--- src/hdl/pp_pkg.sv ---
package pp_pkg;
  // ----------------------------------------------------------------
  // Timing
  // ----------------------------------------------------------------
  localparam int CLK_HZ = 40_000_000;
  localparam int CLK_NS = 1_000_000_000 / CLK_HZ;
  localparam int WDOG_NS = 10_000;
  localparam int WDOG_CYC = WDOG_NS / CLK_NS;
  localparam int STB_NS = 500;
  localparam int STB_CYC = (STB_NS + CLK_NS - 1) / CLK_NS;
  localparam int NEG_WAIT_US = 35_000;
  localparam int NEG_WAIT_DEF = NEG_WAIT_US * (CLK_HZ / 1_000_000);
  localparam int CNT_W = 21;
  localparam int WDOG_W = 10;

  // ----------------------------------------------------------------
  // Register map
  // ----------------------------------------------------------------
  localparam logic [2:0] REG_DATA = 3'h0;
  localparam logic [2:0] REG_STATUS = 3'h1;
  localparam logic [2:0] REG_CONTROL = 3'h2;
  localparam logic [2:0] REG_EPP_ADDR = 3'h3;
  localparam logic [2:0] REG_EPP_DATA = 3'h4;
  localparam logic [2:0] REG_ECR = 3'h5;
  localparam logic [2:0] REG_NEG = 3'h6;
  localparam logic [2:0] REG_EPP_RD = 3'h7;
  localparam int ST_TIMEOUT = 0;
  localparam int CT_DIR = 5;
  localparam int CT_REV19 = 4;
  localparam int CT_SELIN = 3;
  localparam int CT_INIT = 2;
  localparam int CT_AUTOFD = 1;
  localparam int CT_STROBE = 0;
  localparam int NEG_START = 0;
  localparam int NEG_ECP = 1;
  localparam logic [5:0] CTRL_RST = 6'h00;
  localparam logic [7:0] XB_ECP = 8'h10;
  localparam logic [7:0] XB_EPP = 8'h40;

  // ----------------------------------------------------------------
  // FIFO
  // ----------------------------------------------------------------
  localparam int FIFO_DEPTH = 16;
  localparam logic [4:0] FIFO_FULL = 5'h10;
  localparam logic [4:0] FIFO_THRESH = 5'h08;

  // ----------------------------------------------------------------
  // Types
  // ----------------------------------------------------------------
  typedef enum logic [2:0] {
    MODE_SPP = 3'h0, MODE_BIDIR = 3'h1, MODE_FIFO = 3'h2, MODE_ECP = 3'h3,
    MODE_EPP = 3'h4, MODE_RSV5 = 3'h5, MODE_TEST = 3'h6, MODE_CFG = 3'h7
  } pp_mode_t;
  typedef enum logic [2:0] {
    HS_IDLE = 3'h0, HS_SETUP = 3'h1, HS_STROBE = 3'h3, HS_RELEASE = 3'h2,
    HS_RLE = 3'h6
  } pp_hs_t;
  typedef enum logic [1:0] {
    NG_IDLE = 2'h0, NG_REQ = 2'h1, NG_STB = 2'h3, NG_REL = 2'h2
  } pp_neg_t;
  typedef enum logic [1:0] {
    K_EPPW = 2'h0, K_EPPR = 2'h1, K_FWD = 2'h2, K_REV = 2'h3
  } pp_kind_t;
  typedef struct packed {
    logic [2:0] addr;
    logic [7:0] wdata;
    logic we;
    logic re;
  } pp_reg_req_t;
  typedef struct packed {
    logic [7:0] data_in;
    logic ack_intr_n;
    logic peripheral_busy_wait;
    logic paper_end_user;
    logic peripheral_selected;
    logic fault_request_n;
  } pp_pins_in_t;
  typedef struct packed {
    logic [7:0] data_out;
    logic data_oe;
    logic strobe_write_n;
    logic line_feed_data_strobe_n;
    logic init_reverse_n;
    logic select_in_addr_strobe_n;
  } pp_pins_out_t;
endpackage

--- src/hdl/pp_port.sv ---
// Chosen here: the register offsets and the strobed register port.
module pp_port
  import pp_pkg::*;
#(
  parameter int NEG_WAIT_CYC = NEG_WAIT_DEF
)
(
  // Clock and reset
  input wire logic clock,
  input wire logic rst_n,
  // Register port
  input wire pp_reg_req_t reg_req,
  output logic [7:0] reg_rdata,
  // DMA
  input wire logic dma_ack,
  input wire logic [7:0] dma_wdata,
  output logic dma_req,
  output logic [7:0] dma_rdata,
  // Peripheral pins
  input wire pp_pins_in_t pins_in,
  output pp_pins_out_t pins_out
);

  typedef struct packed {
    pp_pins_in_t sync1;
    pp_pins_in_t sync2;
    pp_pins_in_t sync3;
    pp_pins_in_t pin;
    pp_pins_out_t out;
    logic [7:0] rdata;
    logic dma_req;
    logic [7:0] dma_rdata;
    logic [7:0] spp_data;
    logic [5:0] ctrl;
    pp_mode_t mode;
    logic dma_en;
    logic timeout;
    logic epp_ok;
    logic ecp_ok;
    pp_hs_t hs;
    pp_kind_t kind;
    logic hs_addr;
    logic hs_stb;
    logic hs_ack;
    logic [WDOG_W-1:0] wdog;
    logic [7:0] hs_byte;
    pp_neg_t neg;
    logic neg_ecp;
    logic [CNT_W-1:0] neg_cnt;
    logic [FIFO_DEPTH-1:0][7:0] mem;
    logic [3:0] wp;
    logic [3:0] rp;
    logic [4:0] cnt;
    logic [6:0] rle_cnt;
    logic rle_pend;
    logic rle_run;
  } pp_state_t;

  pp_state_t s;
  pp_state_t next_s;

  // ----------------------------------------------------------------
  // Helpers
  // ----------------------------------------------------------------
  // Enhanced and extended modes fall back to standard until negotiated.
  function automatic pp_mode_t eff_mode(pp_mode_t m, logic epp, logic ecp);
    pp_mode_t r;
    r = m;
    if ((m == MODE_EPP && !epp) || (m == MODE_ECP && !ecp))
    begin
      r = MODE_SPP;
    end
    return r;
  endfunction

  function automatic logic is_hw(pp_mode_t m);
    return (m == MODE_FIFO) || (m == MODE_ECP);
  endfunction

  // ----------------------------------------------------------------
  // Next state
  // ----------------------------------------------------------------
  always_comb
  begin
    logic push;
    logic pop;
    logic [7:0] push_d;
    logic [12:0] agree;
    logic hw;
    logic dir;
    logic epp_go;
    pp_mode_t me;
    logic [7:0] head;
    push = 1'b0;
    pop = 1'b0;
    push_d = 8'h00;
    epp_go = 1'b0;
    next_s = s;
    me = eff_mode(s.mode, s.epp_ok, s.ecp_ok);
    hw = is_hw(me);
    dir = s.ctrl[CT_DIR];
    head = s.mem[s.rp];

    // Only the third stage and an agreeing second stage update a pin.
    next_s.sync1 = pins_in;
    next_s.sync2 = s.sync1;
    next_s.sync3 = s.sync2;
    agree = ~(s.sync2 ^ s.sync3);
    next_s.pin = pp_pins_in_t'((s.sync3 & agree) | (s.pin & ~agree));

    next_s.rdata = 8'h00;
    if (reg_req.re)
    begin
      case (reg_req.addr)
        REG_DATA:
        begin
          if (hw && dir)
          begin
            next_s.rdata = head;
            pop = 1'b1;
          end
          else if (me == MODE_BIDIR && dir)
          begin
            next_s.rdata = s.pin.data_in;
          end
          else
          begin
            next_s.rdata = s.spp_data;
          end
        end
        REG_STATUS: next_s.rdata = {s.pin.peripheral_busy_wait, s.pin.ack_intr_n,
          s.pin.paper_end_user, s.pin.peripheral_selected, s.pin.fault_request_n,
          1'b0, s.hs != HS_IDLE, s.timeout};
        REG_CONTROL: next_s.rdata = {2'b00, s.ctrl};
        REG_EPP_ADDR, REG_EPP_DATA: next_s.rdata = s.hs_byte;
        REG_ECR: next_s.rdata = {s.mode, 1'b0, s.dma_en, 1'b0,
          s.cnt == FIFO_FULL, s.cnt == 5'h00};
        REG_NEG: next_s.rdata = {5'h00, s.ecp_ok, s.epp_ok, s.neg != NG_IDLE};
        default: next_s.rdata = 8'h00;
      endcase
    end

    if (dma_ack && s.dma_en && hw)
    begin
      if (dir)
      begin
        next_s.dma_rdata = head;
        pop = 1'b1;
      end
      else
      begin
        push = 1'b1;
        push_d = dma_wdata;
      end
    end

    if (reg_req.we)
    begin
      case (reg_req.addr)
        REG_DATA:
        begin
          next_s.spp_data = reg_req.wdata;
          if (hw && !dir)
          begin
            push = 1'b1;
            push_d = reg_req.wdata;
          end
        end
        REG_STATUS:
        begin
          if (reg_req.wdata[ST_TIMEOUT])
          begin
            next_s.timeout = 1'b0;
          end
        end
        REG_CONTROL: next_s.ctrl = reg_req.wdata[5:0];
        REG_ECR:
        begin
          next_s.mode = pp_mode_t'(reg_req.wdata[7:5]);
          next_s.dma_en = reg_req.wdata[3];
          if (pp_mode_t'(reg_req.wdata[7:5]) == MODE_SPP)
          begin
            next_s.epp_ok = 1'b0;
            next_s.ecp_ok = 1'b0;
          end
        end
        REG_NEG:
        begin
          if (reg_req.wdata[NEG_START] && s.neg == NG_IDLE && s.hs == HS_IDLE)
          begin
            next_s.neg = NG_REQ;
            next_s.neg_ecp = reg_req.wdata[NEG_ECP];
            next_s.neg_cnt = '0;
          end
        end
        REG_EPP_ADDR, REG_EPP_DATA, REG_EPP_RD: epp_go = 1'b1;
        default: next_s.ctrl = s.ctrl;
      endcase
    end

    // ----------------------------------------------------------------
    // Hardware handshake
    // ----------------------------------------------------------------
    case (s.hs)
      HS_IDLE:
      begin
        next_s.wdog = '0;
        if (epp_go && me == MODE_EPP && s.neg == NG_IDLE)
        begin
          next_s.hs = HS_SETUP;
          next_s.kind = (reg_req.addr == REG_EPP_RD) ? K_EPPR : K_EPPW;
          next_s.hs_addr = (reg_req.addr == REG_EPP_RD) ? reg_req.wdata[0]
            : (reg_req.addr == REG_EPP_ADDR);
          if (reg_req.addr != REG_EPP_RD)
          begin
            next_s.hs_byte = reg_req.wdata;
          end
        end
        else if (hw && !dir && s.cnt != 5'h00 && !pop)
        begin
          pop = 1'b1;
          next_s.hs_byte = head;
          next_s.kind = K_FWD;
          next_s.hs = HS_SETUP;
        end
        else if (me == MODE_ECP && dir && !s.pin.ack_intr_n && s.cnt != FIFO_FULL)
        begin
          next_s.kind = K_REV;
          next_s.hs_ack = 1'b1;
          next_s.hs = HS_STROBE;
          if (!s.pin.peripheral_busy_wait)
          begin
            if (!s.pin.data_in[7])
            begin
              next_s.rle_cnt = s.pin.data_in[6:0];
              next_s.rle_pend = 1'b1;
            end
          end
          else if (s.rle_pend)
          begin
            next_s.hs_byte = s.pin.data_in;
            next_s.rle_pend = 1'b0;
            next_s.rle_run = 1'b1;
          end
          else
          begin
            push = 1'b1;
            push_d = s.pin.data_in;
          end
        end
      end
      HS_SETUP:
      begin
        // Revision 1.9 EPP cycles wait for the peripheral to be ready before strobing; forward FIFO bytes do not.
        if (!(s.kind != K_FWD && s.ctrl[CT_REV19] && s.pin.peripheral_busy_wait))
        begin
          next_s.hs_stb = 1'b1;
          next_s.hs = HS_STROBE;
        end
      end
      HS_STROBE:
      begin
        if (s.kind == K_REV)
        begin
          if (s.pin.ack_intr_n)
          begin
            next_s.hs_ack = 1'b0;
            next_s.hs = s.rle_run ? HS_RLE : HS_IDLE;
          end
        end
        else if (s.pin.peripheral_busy_wait)
        begin
          if (s.kind == K_EPPR)
          begin
            next_s.hs_byte = s.pin.data_in;
          end
          next_s.hs_stb = 1'b0;
          next_s.hs = HS_RELEASE;
        end
      end
      HS_RELEASE:
      begin
        if (!s.pin.peripheral_busy_wait)
        begin
          next_s.hs = HS_IDLE;
        end
      end
      HS_RLE:
      begin
        if (s.cnt != FIFO_FULL && !push)
        begin
          push = 1'b1;
          push_d = s.hs_byte;
          next_s.rle_cnt = s.rle_cnt - 7'h01;
          if (s.rle_cnt == 7'h00)
          begin
            next_s.rle_run = 1'b0;
            next_s.hs = HS_IDLE;
          end
        end
      end
      default: next_s.hs = HS_IDLE;
    endcase

    if (s.hs != HS_IDLE && (s.kind == K_EPPW || s.kind == K_EPPR))
    begin
      next_s.wdog = s.wdog + 1'b1;
      if (s.wdog == WDOG_W'(WDOG_CYC - 1))
      begin
        next_s.hs = HS_IDLE;
        next_s.hs_stb = 1'b0;
        next_s.timeout = 1'b1;
      end
    end

    // ----------------------------------------------------------------
    // Negotiation
    // ----------------------------------------------------------------
    next_s.neg_cnt = s.neg_cnt + 1'b1;
    case (s.neg)
      NG_IDLE: next_s.neg_cnt = '0;
      NG_REQ:
      begin
        if (!s.pin.ack_intr_n && s.pin.paper_end_user && s.pin.fault_request_n
            && s.pin.peripheral_selected)
        begin
          next_s.neg = NG_STB;
          next_s.neg_cnt = '0;
        end
        else if (s.neg_cnt == CNT_W'(NEG_WAIT_CYC - 1))
        begin
          next_s.neg = NG_IDLE;
        end
      end
      NG_STB:
      begin
        if (s.neg_cnt == CNT_W'(STB_CYC - 1))
        begin
          next_s.neg = NG_REL;
          next_s.neg_cnt = '0;
        end
      end
      NG_REL:
      begin
        if (s.pin.ack_intr_n)
        begin
          next_s.neg = NG_IDLE;
          next_s.ecp_ok = s.neg_ecp ? s.pin.peripheral_selected : s.ecp_ok;
          next_s.epp_ok = s.neg_ecp ? s.epp_ok : s.pin.peripheral_selected;
        end
        else if (s.neg_cnt == CNT_W'(NEG_WAIT_CYC - 1))
        begin
          next_s.neg = NG_IDLE;
        end
      end
      default: next_s.neg = NG_IDLE;
    endcase

    // ----------------------------------------------------------------
    // FIFO update
    // ----------------------------------------------------------------
    if (!hw)
    begin
      push = 1'b0;
      pop = 1'b0;
      next_s.wp = 4'h0;
      next_s.rp = 4'h0;
      next_s.cnt = 5'h00;
      next_s.rle_pend = 1'b0;
      next_s.rle_run = 1'b0;
    end
    else
    begin
      push = push && (s.cnt != FIFO_FULL);
      pop = pop && (s.cnt != 5'h00);
      if (push)
      begin
        next_s.mem[s.wp] = push_d;
        next_s.wp = s.wp + 4'h1;
      end
      if (pop)
      begin
        next_s.rp = s.rp + 4'h1;
      end
      next_s.cnt = s.cnt + {4'h0, push} - {4'h0, pop};
    end

    // The request is taken from the updated count, so going forward it drops at the edge where the count reaches the threshold, and in reverse where it reaches zero.
    me = eff_mode(next_s.mode, next_s.epp_ok, next_s.ecp_ok);
    next_s.dma_req = next_s.dma_en && is_hw(me) && (next_s.ctrl[CT_DIR]
      ? next_s.cnt != 5'h00 : next_s.cnt < FIFO_THRESH);

    // ----------------------------------------------------------------
    // Pin roles
    // ----------------------------------------------------------------
    next_s.out.data_out = next_s.spp_data;
    next_s.out.data_oe = !(next_s.mode == MODE_BIDIR && next_s.ctrl[CT_DIR]);
    next_s.out.strobe_write_n = !next_s.ctrl[CT_STROBE];
    next_s.out.line_feed_data_strobe_n = !next_s.ctrl[CT_AUTOFD];
    next_s.out.init_reverse_n = !next_s.ctrl[CT_INIT];
    next_s.out.select_in_addr_strobe_n = !next_s.ctrl[CT_SELIN];
    if (next_s.neg != NG_IDLE)
    begin
      next_s.out.data_out = next_s.neg_ecp ? XB_ECP : XB_EPP;
      next_s.out.data_oe = 1'b1;
      next_s.out.select_in_addr_strobe_n = 1'b1;
      next_s.out.line_feed_data_strobe_n = next_s.neg == NG_REL;
      next_s.out.strobe_write_n = next_s.neg != NG_STB;
    end
    else if (me == MODE_EPP)
    begin
      next_s.out.data_out = next_s.hs_byte;
      next_s.out.data_oe = !(next_s.hs != HS_IDLE && next_s.kind == K_EPPR);
      next_s.out.strobe_write_n = !(next_s.hs != HS_IDLE && next_s.kind == K_EPPW);
      next_s.out.select_in_addr_strobe_n = !(next_s.hs_stb && next_s.hs_addr);
      next_s.out.line_feed_data_strobe_n = !(next_s.hs_stb && !next_s.hs_addr);
    end
    else if (is_hw(me))
    begin
      next_s.out.data_out = next_s.hs_byte;
      next_s.out.data_oe = !next_s.ctrl[CT_DIR];
      next_s.out.strobe_write_n = !next_s.hs_stb;
      if (me == MODE_ECP)
      begin
        next_s.out.line_feed_data_strobe_n = next_s.ctrl[CT_DIR] ? next_s.hs_ack : 1'b1;
        next_s.out.init_reverse_n = !next_s.ctrl[CT_DIR];
      end
    end
  end

  // ----------------------------------------------------------------
  // State register
  // ----------------------------------------------------------------
  always_ff @(posedge clock)
  begin
    if (!rst_n)
    begin
      s <= '0;
      s.ctrl <= CTRL_RST;
      s.out <= '{data_out: 8'h00, data_oe: 1'b1, strobe_write_n: 1'b1,
        line_feed_data_strobe_n: 1'b1, init_reverse_n: 1'b1,
        select_in_addr_strobe_n: 1'b1};
    end
    else
    begin
      s <= next_s;
    end
  end

  assign reg_rdata = s.rdata;
  assign dma_req = s.dma_req;
  assign dma_rdata = s.dma_rdata;
  assign pins_out = s.out;

endmodule // pp_port

--- config.mk ---
export PLATFORM = sky130hd
export DESIGN_NAME = pp_port
export DESIGN_NICKNAME = d
export VERILOG_FILES = /design/src/hdl/pp_pkg.sv /design/src/hdl/pp_port.sv
export SDC_FILE = /design/constraint.sdc
export NUM_CORES = 1
export LEC_CHECK = 0
export BUFFER_PORTS_ARGS = -buffer_cell sky130_fd_sc_hd__buf_2
export CORE_ASPECT_RATIO = 1.75
export CORE_MARGIN = 2
export CORE_UTILIZATION = 60
export CTS_BUF_LIST = sky130_fd_sc_hd__clkbuf_8
export DETAILED_ROUTE_END_ITERATION = 7
export PLACE_DENSITY = 0.78
export SYNTH_ARGS = -nofsm -noshare
export SYNTH_HDL_FRONTEND = slang
export SYNTH_SLANG_ARGS = --single-unit
--- constraint.sdc ---
create_clock -name clock -period 4.1 [get_ports clock]
set_clock_uncertainty 0.15 [all_clocks]
set_input_delay 0.615 -clock clock [delete_from_list [all_inputs] [get_ports clock]]
set_output_delay 0.615 -clock clock [all_outputs]
set_load 0.005 [all_outputs]
==> flow_metrics.tcl <==
set metrics [dict create \
    outcome "finished, final reports clean" \
    p_clk_frac 0.444 \
    power_frac_seq 0.525 \
    core_area_sq_mm 0.0227 \
    cts_buffers 44 \
    fmax_ghz 0.271 \
    viasPerCell 6.14 \
    area_growth_pct 9.78 \
    cp.required_ns 4.40 \
    placed_cells 1766 \
    h-tree-depth 2 \
    ant_nets 0 \
    cts_tree "done" \
    route.final.wire_length_um 38100 \
    clockRootBuffer "clkbuf_8" \
    grt.total_usage 0.312 \
    cts_sinks 303 \
    worstMarginPinSlew_ns 0.930 \
    ys_ff_latch 303 \
    holdWs_ns 0.0939 \
    die_h_um 205 \
    clk_path_buf_depth 3 \
    syn-instance-count 1477 \
    synthFlopType "dfxtp_1" \
    netlist_top_cells_area "dfxtp_1 44%, mux2i_1 12%, nand2_1 4.4%" \
    synth_top_area_share 0.437 \
    max_stage_delay_ns 0.46 \
    switching_share 0.225 \
    critical_path.top_delay_family "simple AND/OR/NAND/NOR gates" \
    nets 1565 \
    cts_hold_buffers 0 \
    overflow 0 \
    finalHoldViolCount 0 \
    power_frac_comb 0.032 \
    slowest_stage "nor3b_1" \
    grt_pass1_wl_um 59600 \
    place.gp.congestion 0.987 \
    die_w_um 119 \
    drc 0 \
    slew_violations 0 \
    maxCapViolations 0 \
    grt_pass1_vias 11400 \
    hold_class "in -> reg" \
    io_buffers 66 \
    insertion_delay_ns 0.59 \
    crit_fanout 7 \
    yosysMostFrequentCell "dfxtp_1" \
    cp-start-kind "flop" \
    drtIter0Drc 698 \
    crit_arrival_ns 3.98 \
    syn_area_sq_mm 0.0139 \
    synthTopCellsByCount "303 x dfxtp_1, 162 x nand2_1, 160 x mux2i_1, 119 x nor2_1, 78 x o21ai_0" \
    drive_above_1_share 0.149 \
    p_switching_mw 1.28 \
    ys_seq_area_frac 0.437 \
    final_cells 1844 \
    yosysWarnings 0 \
    clk_pin_slew_ns 0.07 \
    p_int_mw 4.40 \
    path_buf_inv 2 \
    syn_nets 1530 \
    wire_per_inst_um 20.7 \
    post_cts_buffers 0 \
    start_util 0.611 \
    p_per_area_mw_per_mm2 373 \
    num_io_pins 67 \
    vias 11300 \
    antenna_found_initial 1 \
    total_power_mw 5.69 \
    p_leak_nw 6.18 \
    dr.pass1.iters 7 \
    syn_avg_cell_area_sq_um 9.40 \
    period_needed_ns 3.68 \
    row_count 73 \
    dieArea_sq_mm 0.0244 \
    final.period_utilization 0.899 \
    reg2reg_setup_slack_ns 0.42 \
    synth_edf_count 0 \
    ys_async_sr_fraction 0 \
    num_antenna_cells 0 \
    slew_headroom 0.376 \
    dp_hpwl_um 27600 \
    yosysUniqueCellTypes 90 \
    setup_viol 0 \
    worst_setup_path_end_kind "flop" \
    cp_cell_sequence "nor3b_1, o211ai_1, and3_1, o21bai_2, inv_1, ha_1, inv_1, ha_1, fa_1, a21oi_1, o21bai_1, xnor2_1, a41oi_1, nor2_1, nor3_1" \
    synth_area_leader_cell "dfxtp_1" \
    criticalPathCategory "reg -> reg" \
    cts_resized 0 \
    rsz0062_at_grt "no" \
    grt_max_degree 169 \
    final.setup.tns_ns 0 \
    vdd_ir_drop_max_v 0.000319 \
]
## path summary, 6_finish.rpt
kind                           from                endpoint  cells after the start
max               s[206]$_SDFF_PN0_      dma_req$_SDFF_PN0_                     15
min                      pins_in[5]  next_s[282]$_SDFF_PN0_                      2
max reg2reg       s[206]$_SDFF_PN0_      dma_req$_SDFF_PN0_                     15
min reg2reg  next_s[282]$_SDFF_PN0_  next_s[269]$_SDFF_PN0_                      1
## flip-flops by register name, indices dropped and copies added (netlist names), named ones only
| register | flops |
|---|---|
| next_s | 26 |
| reg_rdata | 8 |
| s | 234 |
| dma_rdata | 8 |
| dma_req | 1 |
| pins_out | 13 |
## power by group through the flow
stage | clock, mW | combinational, mW | sequential (mW)
after detailed placement | 0 | 0.176 | 3.05
after global routing | 2.68 | 0.193 | 2.98
after global placement | 0 | 0.175 | 3.05
final | 2.52 | 0.181 | 2.98
after floorplan | 0 | 0.114 | 3.04
after CTS | 2.57 | 0.177 | 2.98
## metal layers
| metal | vias up | GRT usage | part of all wire |
|---|---|---|---|
| met5 | - | 0 | 0.00037 |
| met4 | 2 | 0.245 | 0.084 |
| met3 | 153 | 0.0479 | 0.051 |
| met2 | 401 | 0.568 | 0.51 |
| met1 | 5399 | 0.314 | 0.35 |
| li1 | 5359 | - | - |
## kinds of logic (layout without fill, tap and decap cells)
logic type	Yosys count	count (layout)	synth area share
AO/OA/AOI/OAI	268	268	0.132
XOR/XNOR	34	34	0.0214
adder cells (fa/ha/maj)	16	16	0.0150
buffers and inverters	139	206	0.0493
flip-flops	303	303	0.437
multiplexers	186	186	0.152
AND/OR/NAND/NOR	531	531	0.193
## layout by cell type, fill, tap and decap left out, types with 12 or more instances in the layout
master / n
buf_4: 34
ha_1: 15
a221oi_1: 24
a22o_1: 14
mux2i_1: 160
a21oi_1: 53
inv_1: 33
a22oi_1: 14
and3_1: 12
nand2_1: 162
buf_2: 65
o21ai_0: 78
nand3_1: 56
nand2b_1: 14
xnor2_1: 17
dfxtp_1: 302
clkbuf_8: 64
xor2_1: 17
nor3_1: 23
nand4_1: 18
and2_1: 48
mux4_2: 19
nor2_1: 119
## cell type report
class | count | area [sq um]
Fill cell | 1842 | 7500
Clock buffer | 64 | 881
Inverter | 27 | 101
Timing Repair Buffer | 101 | 621
Tap cell | 300 | 375
Multi-Input combinational cell | 1035 | 7140
Clock inverter | 14 | 63.8
Sequential cell | 303 | 6070
## metrics by stage
step,utilization,setup WS (ns),instance area [sq um]
floorplan,-,0.397,13900
global placement,0.629,0.324,14300
detailed placement,0.629,0.230,14300
CTS,0.670,0.431,15200
global route,0.670,0.0651,15200
finish,0.670,0.415,15200
No activity file was read; power rests on OpenSTA's default activity.
